**config.mk**
```make
export PLATFORM = sky130hd
export DESIGN_NAME = front_end_trigger_routing
export DESIGN_NICKNAME = d
export VERILOG_FILES = /design/src/inc/fe_trigger_pkg.sv /design/src/verilog/front_end_trigger_routing.sv
export SDC_FILE = /design/constraint.sdc
export NUM_CORES = 1
export LEC_CHECK = 0
export BUFFER_PORTS_ARGS = -buffer_cell sky130_fd_sc_hd__buf_2
export CAP_MARGIN = 20
export CORE_UTILIZATION = 51
export DETAILED_ROUTE_END_ITERATION = 8
export MAX_ROUTING_LAYER = met4
export PLACE_DENSITY = 0.94
export SKIP_CTS_REPAIR_TIMING = 1
export SYNTH_ARGS = -nofsm -noshare
export SYNTH_HDL_FRONTEND = slang
export SYNTH_SLANG_ARGS = --single-unit
export TNS_END_PERCENT = 1
```
**constraint.sdc**
```tcl
create_clock -name pclk -period 2.7 [get_ports pclk]
set_input_delay 0.27 -clock pclk [delete_from_list [all_inputs] [get_ports pclk]]
set_output_delay 0.27 -clock pclk [all_outputs]
set_load 0.01 [all_outputs]
```
**src/inc/fe_trigger_pkg.sv**
```systemverilog
// constants for the front end trigger routing register bank
`default_nettype none
package fe_trigger_pkg;
  // register byte addresses on the apb bus
  localparam logic [11:0] FE2_MUX_ADDR       = 12'h000;
  localparam logic [11:0] SAMPLE_ROUTE_ADDR  = 12'h004;
  // register widths
  localparam int          FE2_MUX_WIDTH      = 14;
  localparam int          SAMPLE_ROUTE_WIDTH = 12;
  // front end two mux field positions
  localparam int          NONLINEAR_SOURCE_SELECT_LSB         = 12;
  localparam int          FRAME_SYNC_LSB     = 8;
  localparam int          OUTB_LSB           = 4;
  localparam int          OUTA_LSB           = 0;
  // sample trigger routing field positions, one nibble per front end
  localparam int          FE0_SAMPLE_LSB     = 0;
  localparam int          FE1_SAMPLE_LSB     = 4;
  localparam int          FE2_SAMPLE_LSB     = 8;
  // nonlinear source encodings
  localparam logic [1:0]  NL_FILTER0         = 2'h0;
  localparam logic [1:0]  NL_FILTER1         = 2'h1;
  localparam logic [1:0]  NL_FILTER2         = 2'h2;
  // reset values
  localparam logic [13:0] FE2_MUX_RESET      = 14'h2000;
  localparam logic [11:0] SAMPLE_ROUTE_RESET = 12'h000;
endpackage
`default_nettype wire

```
**src/verilog/front_end_trigger_routing.sv**
```systemverilog
// apb register bank that routes pwm generator events to the front end controls
//
// Implementation choices: the APB register port and the address map.
`default_nettype none

module front_end_trigger_routing
  import fe_trigger_pkg::*;
#(
  parameter int PWM_COUNT = 4
) (
  input  wire logic                 pclk,
  input  wire logic                 presetn,
  input  wire logic                 psel,
  input  wire logic                 penable,
  input  wire logic                 pwrite,
  input  wire logic [11:0]          paddr,
  input  wire logic [31:0]          pwdata,
  output var  logic [31:0]          prdata,
  output var  logic                 pready,
  output var  logic                 pslverr,
  input  wire logic [PWM_COUNT-1:0] pwm_frame_sync,
  input  wire logic [PWM_COUNT-1:0] pwm_outa_trigger,
  input  wire logic [PWM_COUNT-1:0] pwm_outb_trigger,
  input  wire logic [PWM_COUNT-1:0] pwm_sample_trigger,
  input  wire logic [2:0]           filter_nonlinear,
  output var  logic                 frontend2_frame_sync,
  output var  logic                 frontend2_outa_trigger,
  output var  logic                 frontend2_outb_trigger,
  output var  logic [2:0]           frontend_sample_trigger,
  output var  logic                 gain_shift_nonlinear
);

  // whole module state
  typedef struct packed {
    logic [13:0] fe2_mux;
    logic [11:0] sample_route;
    logic [31:0] rdata;
    logic        ready;
    logic        slverr;
    logic        frame_sync;
    logic        outa;
    logic        outb;
    logic [2:0]  sample;
    logic        nonlinear;
  } state_t;

  state_t st;
  state_t next_st;

  // OR of all events whose route enable is set
  function automatic logic route_any(input logic [PWM_COUNT-1:0] events,
                                     input logic [PWM_COUNT-1:0] enables);
    route_any = |(events & enables);
  endfunction

  // nonlinear result of the selected filter, code 3 gives none
  function automatic logic pick_nonlinear(input logic [1:0] sel,
                                          input logic [2:0] results);
    case (sel)
      NL_FILTER0: pick_nonlinear = results[0];
      NL_FILTER1: pick_nonlinear = results[1];
      NL_FILTER2: pick_nonlinear = results[2];
      default:    pick_nonlinear = 1'b0;
    endcase
  endfunction

  logic setup_phase;
  logic access_done;
  logic hit_mux;
  logic hit_sample;

  // apb phase and address decode
  assign setup_phase = psel & ~penable;
  assign access_done = psel & penable & st.ready;
  assign hit_mux     = (paddr == FE2_MUX_ADDR);
  assign hit_sample  = (paddr == SAMPLE_ROUTE_ADDR);

  // next state: bus slave, register writes and event routing
  always_comb begin
    next_st = st;
    // answer one cycle after setup, so every access has no wait state
    next_st.ready  = setup_phase;
    next_st.slverr = setup_phase & ~(hit_mux | hit_sample);
    if (setup_phase) begin
      if (hit_mux) begin
        next_st.rdata = {18'h0, st.fe2_mux};
      end else if (hit_sample) begin
        next_st.rdata = {20'h00000, st.sample_route};
      end else begin
        next_st.rdata = 32'h00000000;
      end
    end
    // writes take effect only at the completing edge; unmapped writes drop
    if (access_done && pwrite && hit_mux) begin
      next_st.fe2_mux = pwdata[FE2_MUX_WIDTH-1:0];
    end
    if (access_done && pwrite && hit_sample) begin
      next_st.sample_route = pwdata[SAMPLE_ROUTE_WIDTH-1:0];
    end
    // event routing to front end control two
    next_st.frame_sync = route_any(pwm_frame_sync,
                                   st.fe2_mux[FRAME_SYNC_LSB +: PWM_COUNT]);
    next_st.outb = route_any(pwm_outb_trigger, st.fe2_mux[OUTB_LSB +: PWM_COUNT]);
    next_st.outa = route_any(pwm_outa_trigger, st.fe2_mux[OUTA_LSB +: PWM_COUNT]);
    // sample triggers, one nibble of enables per front end
    next_st.sample[2] = route_any(pwm_sample_trigger,
                                  st.sample_route[FE2_SAMPLE_LSB +: PWM_COUNT]);
    next_st.sample[1] = route_any(pwm_sample_trigger,
                                  st.sample_route[FE1_SAMPLE_LSB +: PWM_COUNT]);
    next_st.sample[0] = route_any(pwm_sample_trigger,
                                  st.sample_route[FE0_SAMPLE_LSB +: PWM_COUNT]);
    // nonlinear source for automatic gain shifting
    next_st.nonlinear = pick_nonlinear(st.fe2_mux[NONLINEAR_SOURCE_SELECT_LSB +: 2], filter_nonlinear);
  end

  // state register
  always_ff @(posedge pclk or negedge presetn) begin
    if (!presetn) begin
      st              <= '0;
      st.fe2_mux      <= FE2_MUX_RESET;
      st.sample_route <= SAMPLE_ROUTE_RESET;
    end else begin
      st <= next_st;
    end
  end

  // outputs straight from the state register
  assign prdata                  = st.rdata;
  assign pready                  = st.ready;
  assign pslverr                 = st.slverr;
  assign frontend2_frame_sync    = st.frame_sync;
  assign frontend2_outa_trigger  = st.outa;
  assign frontend2_outb_trigger  = st.outb;
  assign frontend_sample_trigger = st.sample;
  assign gain_shift_nonlinear    = st.nonlinear;

  // checks on routing, reset values and mux register writes
  a_mux_reset_value: assert property (@(posedge pclk)
    $rose(presetn) |-> st.fe2_mux == FE2_MUX_RESET)
    else $error("mux register not at reset value");

  a_sample_reset_zero: assert property (@(posedge pclk)
    $rose(presetn) |-> (st.sample_route == SAMPLE_ROUTE_RESET && frontend_sample_trigger == 3'h0))
    else $error("sample routing not clear after reset");

  a_nonlinear_pick: assert property (@(posedge pclk) disable iff (!presetn)
    ##1 (st.fe2_mux[13:12] != 2'h3) ##0 $stable(st.fe2_mux) |=>
      gain_shift_nonlinear == $past(filter_nonlinear[st.fe2_mux[13:12]]))
    else $error("nonlinear result from wrong filter");

  a_frame_sync_route: assert property (@(posedge pclk) disable iff (!presetn)
    ##1 1'b1 |=> frontend2_frame_sync == |($past(pwm_frame_sync) & $past(st.fe2_mux[11:8])))
    else $error("frame sync routing wrong");

  a_outb_route: assert property (@(posedge pclk) disable iff (!presetn)
    ##1 1'b1 |=> frontend2_outb_trigger == |($past(pwm_outb_trigger) & $past(st.fe2_mux[7:4])))
    else $error("b trigger routing wrong");

  a_outa_route: assert property (@(posedge pclk) disable iff (!presetn)
    ##1 1'b1 |=> frontend2_outa_trigger == |($past(pwm_outa_trigger) & $past(st.fe2_mux[3:0])))
    else $error("a trigger routing wrong");

  a_fe2_sample_route: assert property (@(posedge pclk) disable iff (!presetn)
    ##1 1'b1 |=> frontend_sample_trigger[2] ==
      |($past(pwm_sample_trigger) & $past(st.sample_route[11:8])))
    else $error("front end 2 sample routing wrong");

  a_fe1_sample_route: assert property (@(posedge pclk) disable iff (!presetn)
    ##1 1'b1 |=> frontend_sample_trigger[1] ==
      |($past(pwm_sample_trigger) & $past(st.sample_route[7:4])))
    else $error("front end 1 sample routing wrong");

  a_fe0_sample_route: assert property (@(posedge pclk) disable iff (!presetn)
    ##1 1'b1 |=> frontend_sample_trigger[0] ==
      |($past(pwm_sample_trigger) & $past(st.sample_route[3:0])))
    else $error("front end 0 sample routing wrong");

  a_or_combine: assert property (@(posedge pclk) disable iff (!presetn)
    (st.sample_route[11:8] == 4'hF && pwm_sample_trigger != 4'h0 &&
     $stable(st.sample_route)) |=> frontend_sample_trigger[2])
    else $error("enabled sample triggers not combined");

  a_write_lands: assert property (@(posedge pclk) disable iff (!presetn)
    (access_done && pwrite && hit_mux) |=> st.fe2_mux == $past(pwdata[13:0]))
    else $error("mux register write lost");

  // a setup phase is answered in the very next cycle
  a_ready_after_setup: assert property (@(posedge pclk) disable iff (!presetn)
    setup_phase |=> pready)
    else $error("setup phase not answered");

  // ready is a single cycle pulse per transfer
  a_ready_one_cycle: assert property (@(posedge pclk) disable iff (!presetn)
    pready |=> !pready)
    else $error("ready held past one cycle");

  // ready never comes without a setup phase before it
  a_ready_needs_setup: assert property (@(posedge pclk) disable iff (!presetn)
    pready |-> $past(setup_phase))
    else $error("ready without setup phase");

  // an unmapped address is refused with an error
  a_err_on_unmapped: assert property (@(posedge pclk) disable iff (!presetn)
    (setup_phase && !hit_mux && !hit_sample) |=> pslverr)
    else $error("unmapped access not refused");

  // mapped addresses complete without error
  a_no_err_mapped: assert property (@(posedge pclk) disable iff (!presetn)
    (setup_phase && (hit_mux || hit_sample)) |=> !pslverr)
    else $error("mapped access flagged as error");

  // the error flag only stands together with ready
  a_err_with_ready: assert property (@(posedge pclk) disable iff (!presetn)
    pslverr |-> pready)
    else $error("error flag without ready");

  // the error flag stays low outside an answer
  a_err_idle_low: assert property (@(posedge pclk) disable iff (!presetn)
    !setup_phase |=> !pslverr)
    else $error("error flag raised while idle");

  // mux register read returns the stored word
  a_read_mux_word: assert property (@(posedge pclk) disable iff (!presetn)
    (setup_phase && hit_mux) |=> prdata == {18'h0, $past(st.fe2_mux)})
    else $error("mux register read data wrong");

  // sample routing read returns the stored word
  a_read_sample_word: assert property (@(posedge pclk) disable iff (!presetn)
    (setup_phase && hit_sample) |=> prdata == {20'h0, $past(st.sample_route)})
    else $error("sample routing read data wrong");

  // unmapped reads give zero
  a_unmapped_read_zero: assert property (@(posedge pclk) disable iff (!presetn)
    (setup_phase && !hit_mux && !hit_sample) |=> prdata == 32'h0)
    else $error("unmapped read not zero");

  // bits above the widest register always read zero
  a_upper_bits_zero: assert property (@(posedge pclk) disable iff (!presetn)
    pready |-> prdata[31:14] == 18'h0)
    else $error("unused read bits not zero");

  // a sample routing write lands at the completing edge
  a_sample_write_lands: assert property (@(posedge pclk) disable iff (!presetn)
    (access_done && pwrite && hit_sample) |=> st.sample_route == $past(pwdata[11:0]))
    else $error("sample routing write lost");

  // writes to unmapped addresses leave both registers alone
  a_unmapped_write_drop: assert property (@(posedge pclk) disable iff (!presetn)
    (access_done && pwrite && !hit_mux && !hit_sample) |=> $stable({st.fe2_mux, st.sample_route}))
    else $error("unmapped write changed a register");

  // reads leave both registers untouched
  a_read_keeps_regs: assert property (@(posedge pclk) disable iff (!presetn)
    (access_done && !pwrite) |=> $stable({st.fe2_mux, st.sample_route}))
    else $error("read changed a register");

  // registers change only at a completing write
  a_no_stray_write: assert property (@(posedge pclk) disable iff (!presetn)
    !access_done |=> $stable({st.fe2_mux, st.sample_route}))
    else $error("register changed without a write");

  // a cleared frame sync nibble blocks every generator
  a_frame_sync_blocked: assert property (@(posedge pclk) disable iff (!presetn)
    (st.fe2_mux[11:8] == 4'h0) |=> !frontend2_frame_sync)
    else $error("blocked frame sync passed");

  // a cleared b trigger nibble blocks every generator
  a_outb_blocked: assert property (@(posedge pclk) disable iff (!presetn)
    (st.fe2_mux[7:4] == 4'h0) |=> !frontend2_outb_trigger)
    else $error("blocked b trigger passed");

  // a cleared a trigger nibble blocks every generator
  a_outa_blocked: assert property (@(posedge pclk) disable iff (!presetn)
    (st.fe2_mux[3:0] == 4'h0) |=> !frontend2_outa_trigger)
    else $error("blocked a trigger passed");

  // no sample enable for front end 2 blocks its trigger
  a_fe2_sample_blocked: assert property (@(posedge pclk) disable iff (!presetn)
    (st.sample_route[11:8] == 4'h0) |=> !frontend_sample_trigger[2])
    else $error("blocked front end 2 sample passed");

  // no sample enable for front end 1 blocks its trigger
  a_fe1_sample_blocked: assert property (@(posedge pclk) disable iff (!presetn)
    (st.sample_route[7:4] == 4'h0) |=> !frontend_sample_trigger[1])
    else $error("blocked front end 1 sample passed");

  // no sample enable for front end 0 blocks its trigger
  a_fe0_sample_blocked: assert property (@(posedge pclk) disable iff (!presetn)
    (st.sample_route[3:0] == 4'h0) |=> !frontend_sample_trigger[0])
    else $error("blocked front end 0 sample passed");

  // no pwm event in means no front end two trigger out
  a_quiet_pwm_events: assert property (@(posedge pclk) disable iff (!presetn)
    (pwm_frame_sync == '0 && pwm_outa_trigger == '0 && pwm_outb_trigger == '0) |=>
      (!frontend2_frame_sync && !frontend2_outa_trigger && !frontend2_outb_trigger))
    else $error("trigger out without event in");

  // no sample trigger in means no sample trigger out
  a_quiet_sample_events: assert property (@(posedge pclk) disable iff (!presetn)
    (pwm_sample_trigger == '0) |=> frontend_sample_trigger == 3'h0)
    else $error("sample trigger out without event in");

  // select code three routes no filter
  a_nonlinear_none: assert property (@(posedge pclk) disable iff (!presetn)
    (st.fe2_mux[13:12] == 2'h3) |=> !gain_shift_nonlinear)
    else $error("nonlinear result on unused select");

  // all frame sync enables set: any frame sync passes
  a_or_frame_sync: assert property (@(posedge pclk) disable iff (!presetn)
    (st.fe2_mux[11:8] == 4'hF && pwm_frame_sync != '0) |=> frontend2_frame_sync)
    else $error("enabled frame syncs not combined");

  // all b trigger enables set: any b trigger passes
  a_or_outb: assert property (@(posedge pclk) disable iff (!presetn)
    (st.fe2_mux[7:4] == 4'hF && pwm_outb_trigger != '0) |=> frontend2_outb_trigger)
    else $error("enabled b triggers not combined");

  // all a trigger enables set: any a trigger passes
  a_or_outa: assert property (@(posedge pclk) disable iff (!presetn)
    (st.fe2_mux[3:0] == 4'hF && pwm_outa_trigger != '0) |=> frontend2_outa_trigger)
    else $error("enabled a triggers not combined");

  // all front end 1 sample enables set: any sample trigger passes
  a_or_fe1_sample: assert property (@(posedge pclk) disable iff (!presetn)
    (st.sample_route[7:4] == 4'hF && pwm_sample_trigger != '0) |=> frontend_sample_trigger[1])
    else $error("front end 1 samples not combined");

  // all front end 0 sample enables set: any sample trigger passes
  a_or_fe0_sample: assert property (@(posedge pclk) disable iff (!presetn)
    (st.sample_route[3:0] == 4'hF && pwm_sample_trigger != '0) |=> frontend_sample_trigger[0])
    else $error("front end 0 samples not combined");

  // outputs stay low while reset is held
  a_reset_outputs_low: assert property (@(posedge pclk)
    (!presetn ##1 !presetn) |-> (prdata == 32'h0 && !pready && !pslverr &&
      !frontend2_frame_sync && !frontend2_outa_trigger && !frontend2_outb_trigger &&
      frontend_sample_trigger == 3'h0 && !gain_shift_nonlinear))
    else $error("outputs not low during reset");

endmodule
`default_nettype wire
```
==> results of run 1 <==
-- power breakdown --
part	leakage (nW)	switching, mW	internal (mW)	total, mW
clock	0.0399	0.221	0.171	0.392
sequential	0.677	0.000697	0.736	0.736
combinational	0.784	0.0665	0.0396	0.106
total	1.50	0.289	0.946	1.23
-- worst max-delay path by stage --
stage / slack (ns) / end / startpoint / cells after the start
6_report: 0.98 / prdata[10] / paddr[5] / 5
3_5_place_dp: 0.69 / st[59] / paddr[9] / 5
5_1_grt: 0.93 / prdata[10] / paddr[5] / 5
3_3_place_gp: 0.73 / st[50] / paddr[2] / 5
2_1_floorplan: 0.82 / st[56] / paddr[9] / 4
4_1_cts: 1.01 / st[64] / paddr[9] / 5
-- per-stage QoR --
stage	instance area [um2]	power [mW]
after floorplan	2610	0.804
after global placement	2800	0.850
after detailed placement	2800	0.853
after CTS	2870	1.25
after global routing	2900	1.29
final	2900	1.23
-- kinds of logic (layout without fill, tap and decap cells) --
kind of cell           count (synthesis)  after routing  share of synthesized area
buffers and inverters                 61            101                      0.147
and+or+nand+nor                       58             58                      0.158
DFF                                   49             49                      0.481
AOI/OAI and AO/OA                     28             28                     0.0790
muxes                                 27             27                      0.133
other                                  1             18                    0.00147
-- cell type report --
type                            count  area, um2  area share
Sequential cell                    49       1230       0.423
Multi-Input combinational cell    131       1020       0.353
Clock inverter                      1       5.00     0.00173
Timing Repair Buffer               80        435       0.150
Clock buffer                        5       68.8      0.0237
Inverter                           15       56.3      0.0194
Tap cell                           67       83.8      0.0289
-- cells in the final DEF, fill, tap and decap left out, types with 5 or more instances in the layout --
cell,n
conb_1,18
a22oi_1,12
mux2_2,16
nand4_1,14
and4b_1,12
mux2_4,10
dfrtp_1,48
nand2_1,20
buf_2,72
o211ai_1,12
inv_1,15
clkbuf_8,5
buf_4,6
-- metal layers --
layer / wire length (um) / vias up / part of all wire / GRT usage
li1: - / 868 / - / -
met1: 2120 / 878 / 0.42 / 0.255
met2: 2610 / 78 / 0.51 / 0.351
met3: 307 / 6 / 0.060 / 0.0539
met4: 63 / 0 / 0.012 / 0.102
met5: 0 / - / 0 / -
-- state kept, by name (all words and copies together) (netlist names) --
register,cells
frontend2_frame_sync,1
frontend2_outa_trigger,1
gain_shift_nonlinear,1
prdata,14
pslverr,1
frontend_sample_trigger,3
pready,1
st,26
frontend2_outb_trigger,1
-- worst min-delay path: cells and delay by family --
family	cells	cell delay [ns]
buffers and inverters	1	0.07
and+or+nand+nor	1	0.05
AOI/OAI and AO/OA	1	0.05
==> flow_summary.ini, run 1 <==
[outcome]
status = completed

[min_path]
holdPathStages = 3
min-delay-start = pwm_outb_trigger[3]
min_to = frontend2_outb_trigger
hold_path_class = in -> reg

[placement]
gp_congestion = 0.795
dpl.hpwl_um = 3770
place_inst = 340
dp_slack_ns = 0.690
port_buffers = 72

[yosys]
synth_area_leaders = dfrtp_1 (47%), buf_4 (11%), mux2_2 (7.1%)
yosys.area.top_type = dfrtp_1
yosys-top-cells-count = dfrtp_1 (48), buf_4 (36), nand2_1 (20), mux2_2 (16), inv_1 (15)
yosysMostFrequentCell = dfrtp_1
yosysUniqueCellTypes = 26
synth_ff_type = dfrtp_1
synth_edf_count = 0
yosysWarnings = 0
synth_seq_area_share = 0.481
syn_area_um2 = 2550
ys_ff_latch = 49
synth-async-reset-ratio = 1.00
syn_avg_cell_area_um2 = 11.4
syn_inst = 224
yosysTopAreaCellShare = 0.471

[pwr]
p_leak_nw = 1.50
cellPowerDensity_nw_per_um2 = 426
ir_drop_v = 0.000256

[timing]
fin_tns_setup_ns = 0
slew_headroom = 0.554
final-hold-violation-count = 0
min_period_over_period = 0.637
setup_slack_ns = 0.981
finalClockSkew_ns = 0.00547
finalMaxSlewViolations = 0
worst_pin_slew_ns = 0.666
setup_viol = 0
whs_ns = 0.175
rsz0062_at_grt = no
timing.fmax_mhz = 582
min_period_ns = 1.72

[setup_path]
cp.required_ns = 2.89
reg2reg_slack_ns = 1.09
cpPeakStageDelay_ns = 0.55
reg2regPathDepth = 4
critPathMaxFanout = 14
worst-path-buf-inv = 2
cp_cell_sequence = buf_2 > nor4_2 > buf_4 > nand4_1 > o211ai_1
crit_type = in -> reg
crit_arrival_ns = 1.91
path_delay_family = simple AND/OR/NAND/NOR gates
r2r_start = pready
cp-start-kind = input pin
endpoint_kind = flop
cp_slowest_cell = nand4_1
r2r_end = st[64]

[floorplanning]
fp.dieH_um = 72.7
dieArea_um2 = 5290
die_w_um = 72.7
rows = 25
ios = 109
start_util = 0.536
core_um2 = 4750

[detailed_routing]
drc_errors = 0
drt-pass1-iter-count = 5
wirelength_um = 5110
post_drt_wl_per_cell_um = 14.7
vias = 1830
postRouteAntennaNets = 0
avgViaCountPerCell = 5.26
dr.first_iter.drc_count = 67

[cells_and_area]
area_growth_pct = 13.7
nFillCells = 400
drive_gt1_frac = 0.423
finalNetCount = 350
fin_util = 0.610
fin_cells = 348
diodes = 0

[clock_tree]
clk_pin_slew_ns = 0.08
tritoncts = built
cts.path.max_buffers = 2
cts_sinks = 49
cts_max_level = 2
cts_inserted_buffers = 5
clk_latency_ns = 0.30
root_buffer = clkbuf_8

[global_routing]
grt_max_degree = 50
antenna_found_initial = 0
first_global_vias = 1726
grt_pass1_wl_um = 8080
overflow = 0
grt_use_total = 0.217

[job]
drv_cap = 0
(Power assumes the default switching activity.)
==> inputs of run 2 (changes only) <==
--- a/config.mk
+++ b/config.mk
@@ -7,10 +7,10 @@
 export LEC_CHECK = 0
 export BUFFER_PORTS_ARGS = -buffer_cell sky130_fd_sc_hd__buf_2
 export CAP_MARGIN = 20
-export CORE_UTILIZATION = 51
+export CORE_UTILIZATION = 43
 export DETAILED_ROUTE_END_ITERATION = 8
 export MAX_ROUTING_LAYER = met4
-export PLACE_DENSITY = 0.94
+export PLACE_DENSITY = 0.85
 export SKIP_CTS_REPAIR_TIMING = 1
 export SYNTH_ARGS = -nofsm -noshare
 export SYNTH_HDL_FRONTEND = slang
==> constraint.sdc (replaced) <==
create_clock -name pclk -period 1.4 [get_ports pclk]
set_input_delay 0.14 -clock pclk [delete_from_list [all_inputs] [get_ports pclk]]
set_output_delay 0.14 -clock pclk [all_outputs]
set_load 0.01 [all_outputs]
==> run 2 against run 1 <==
Compared with the run above: the flow now finishes with violations (negative setup slack); die area rose by 18%; count of clock-buffer cells in the layout rose by 2; routed wire length rose by 8.6%; worst hold slack got worse by 0.12 ns; cell count rose by 6.9%; first-iteration DRC count rose by 51%; design area rose by 8.6%; core utilization fell by 4.8 points; combinational power rose by 120%; via count rose by 1.7%; sequential share of layout area fell by 3.3 points.
==> flow_summary.ini, run 2 (synthesis results as in run 1) <==
[detailed_routing]
avgViaCountPerCell = 5.01
dr.first_iter.drc_count = 101
vias = 1862
drc_errors = 0
post_drt_wl_per_cell_um = 14.9
postRouteAntennaNets = 0
drt-pass1-iter-count = 4
wirelength_um = 5550

[min_path]
hold_path_class = in -> reg
holdPathStages = 3

[setup_path]
r2r_end = st[50]
cp-start-kind = flop
critPathMaxFanout = 6
endpoint = st[50]
cp_cell_sequence = nand4_1 > buf_4 > nor4_4 > buf_4 > clkbuf_16 > mux2_4
path_common_cell = buf_4
cp_slowest_cell = dfrtp_1
cp.required_ns = 1.58
crit_type = reg -> reg
cpPeakStageDelay_ns = 0.35
reg2reg_slack_ns = -0.19
reg2regPathDepth = 6
crit_arrival_ns = 1.78
r2r_start = pready
endpoint_kind = flop
critPathLaunch = pready

[cells_and_area]
diodes = 0
regMostFlops = st
nFillCells = 484
fin_util = 0.562
mostFrequentLayoutCells = buf_2 (72), dfrtp_1 (48), mux2_4 (26)
layout_commonest_cell = buf_2
finalNetCount = 367
area_growth_pct = 23.5
final_cell_area_um2 = 3150
drive_gt1_frac = 0.457
largest_reg_flops = 26
fin_cells = 372

[global_routing]
antenna_found_initial = 0
overflow = 0
grt_use_total = 0.185
grt_max_degree = 50
grt_pass1_wl_um = 8560
first_global_vias = 1786

[clock_tree]
root_buffer = clkbuf_8
cts_inserted_buffers = 5
cts.path.max_buffers = 2
tritoncts = built
clk_latency_ns = 0.30
cts_max_level = 2
clk_pin_slew_ns = 0.09
cts_sinks = 49

[floorplanning]
core_um2 = 5610
die_w_um = 79.0
fp.dieH_um = 79.0
ios = 109
start_util = 0.455
dieArea_um2 = 6240
rows = 27

[outcome]
status = complete, but fails checks
failed_checks = negative setup slack

[pwr]
ir_drop_v = 0.000452
total_power_mw = 2.45
p_leak_nw = 1.61
cellPowerDensity_nw_per_um2 = 778

[job]
drv_cap = 0

[placement]
place_area_um2 = 2940
dpl.hpwl_um = 4120
place_inst = 360
gp_congestion = 0.751
dp_slack_ns = -0.412
port_buffers = 72

[timing]
setup_slack_ns = -0.193
final-hold-violation-count = 0
min_period_ns = 1.59
finalClockSkew_ns = 0.00796
rsz0062_at_grt = yes
finalMaxSlewViolations = 0
setup_viol = 26
min_period_over_period = 1.14
timing.fmax_mhz = 628
run 2: cell count changes in the layout (fill, tap and decap cells not counted), sizes merged:
cell      delta
clkinv       -1
clkbuf       +3
buf         +16
clkinvlp     +1
run 2: how the worst min path moves through the flow:
| stage | startpoint | to | slack, ns |
|---|---|---|---|
| after global placement | presetn | prdata[13] | 0.14 |
| after floorplan | presetn | frontend2_frame_sync | -0.16 |
| final | pwm_outb_trigger[3] | frontend2_outb_trigger | 0.06 |
| after CTS | presetn | gain_shift_nonlinear | -0.17 |
| after global routing | pwm_outb_trigger[1] | frontend2_outb_trigger | 0.05 |
| after detailed placement | presetn | gain_shift_nonlinear | 0.15 |
run 2: stage by stage:
step	setup TNS, ns	hold slack, ns
final	-3.71	0.0557
after global routing	-5.78	0.0497
after CTS	-2.77	-0.170
after detailed placement	-10.10	0.147
after global placement	-9.86	0.141
after floorplan	-7.30	-0.156
run 2: per-layer routing:
metal | vias to the layer above | GRT usage | routed length [um]
met4 | 0 | 0.0382 | 19
met2 | 80 | 0.300 | 2650
li1 | 902 | - | -
met3 | 2 | 0.0437 | 322
met1 | 878 | 0.238 | 2560
met5 | - | - | 0
run 2: final cells by class:
cell class | instances | area, um2 | area share
Inverter | 15 | 56.3 | 0.0179
Tap cell | 72 | 90.1 | 0.0286
Multi-Input combinational cell | 131 | 1090 | 0.346
Timing Repair Buffer | 97 | 601 | 0.191
Sequential cell | 49 | 1230 | 0.390
Clock buffer | 7 | 76.3 | 0.0242
Clock inverter | 1 | 7.51 | 0.00238
run 2: power breakdown:
| part | internal (mW) | total [mW] | leakage [nW] | switching [mW] |
|---|---|---|---|---|
| sequential | 1.42 | 1.42 | 0.677 | 0.00156 |
| clock | 0.354 | 0.797 | 0.0385 | 0.443 |
| combinational | 0.100 | 0.234 | 0.892 | 0.134 |
run 2: worst max-delay path, delay by kind of cell, from the launching register on:
family	cells	cell delay, ns
buffers and inverters	3	0.54
AND/OR/NAND/NOR	2	0.29
multiplexers	1	0.30
flip-flops	1	0.35
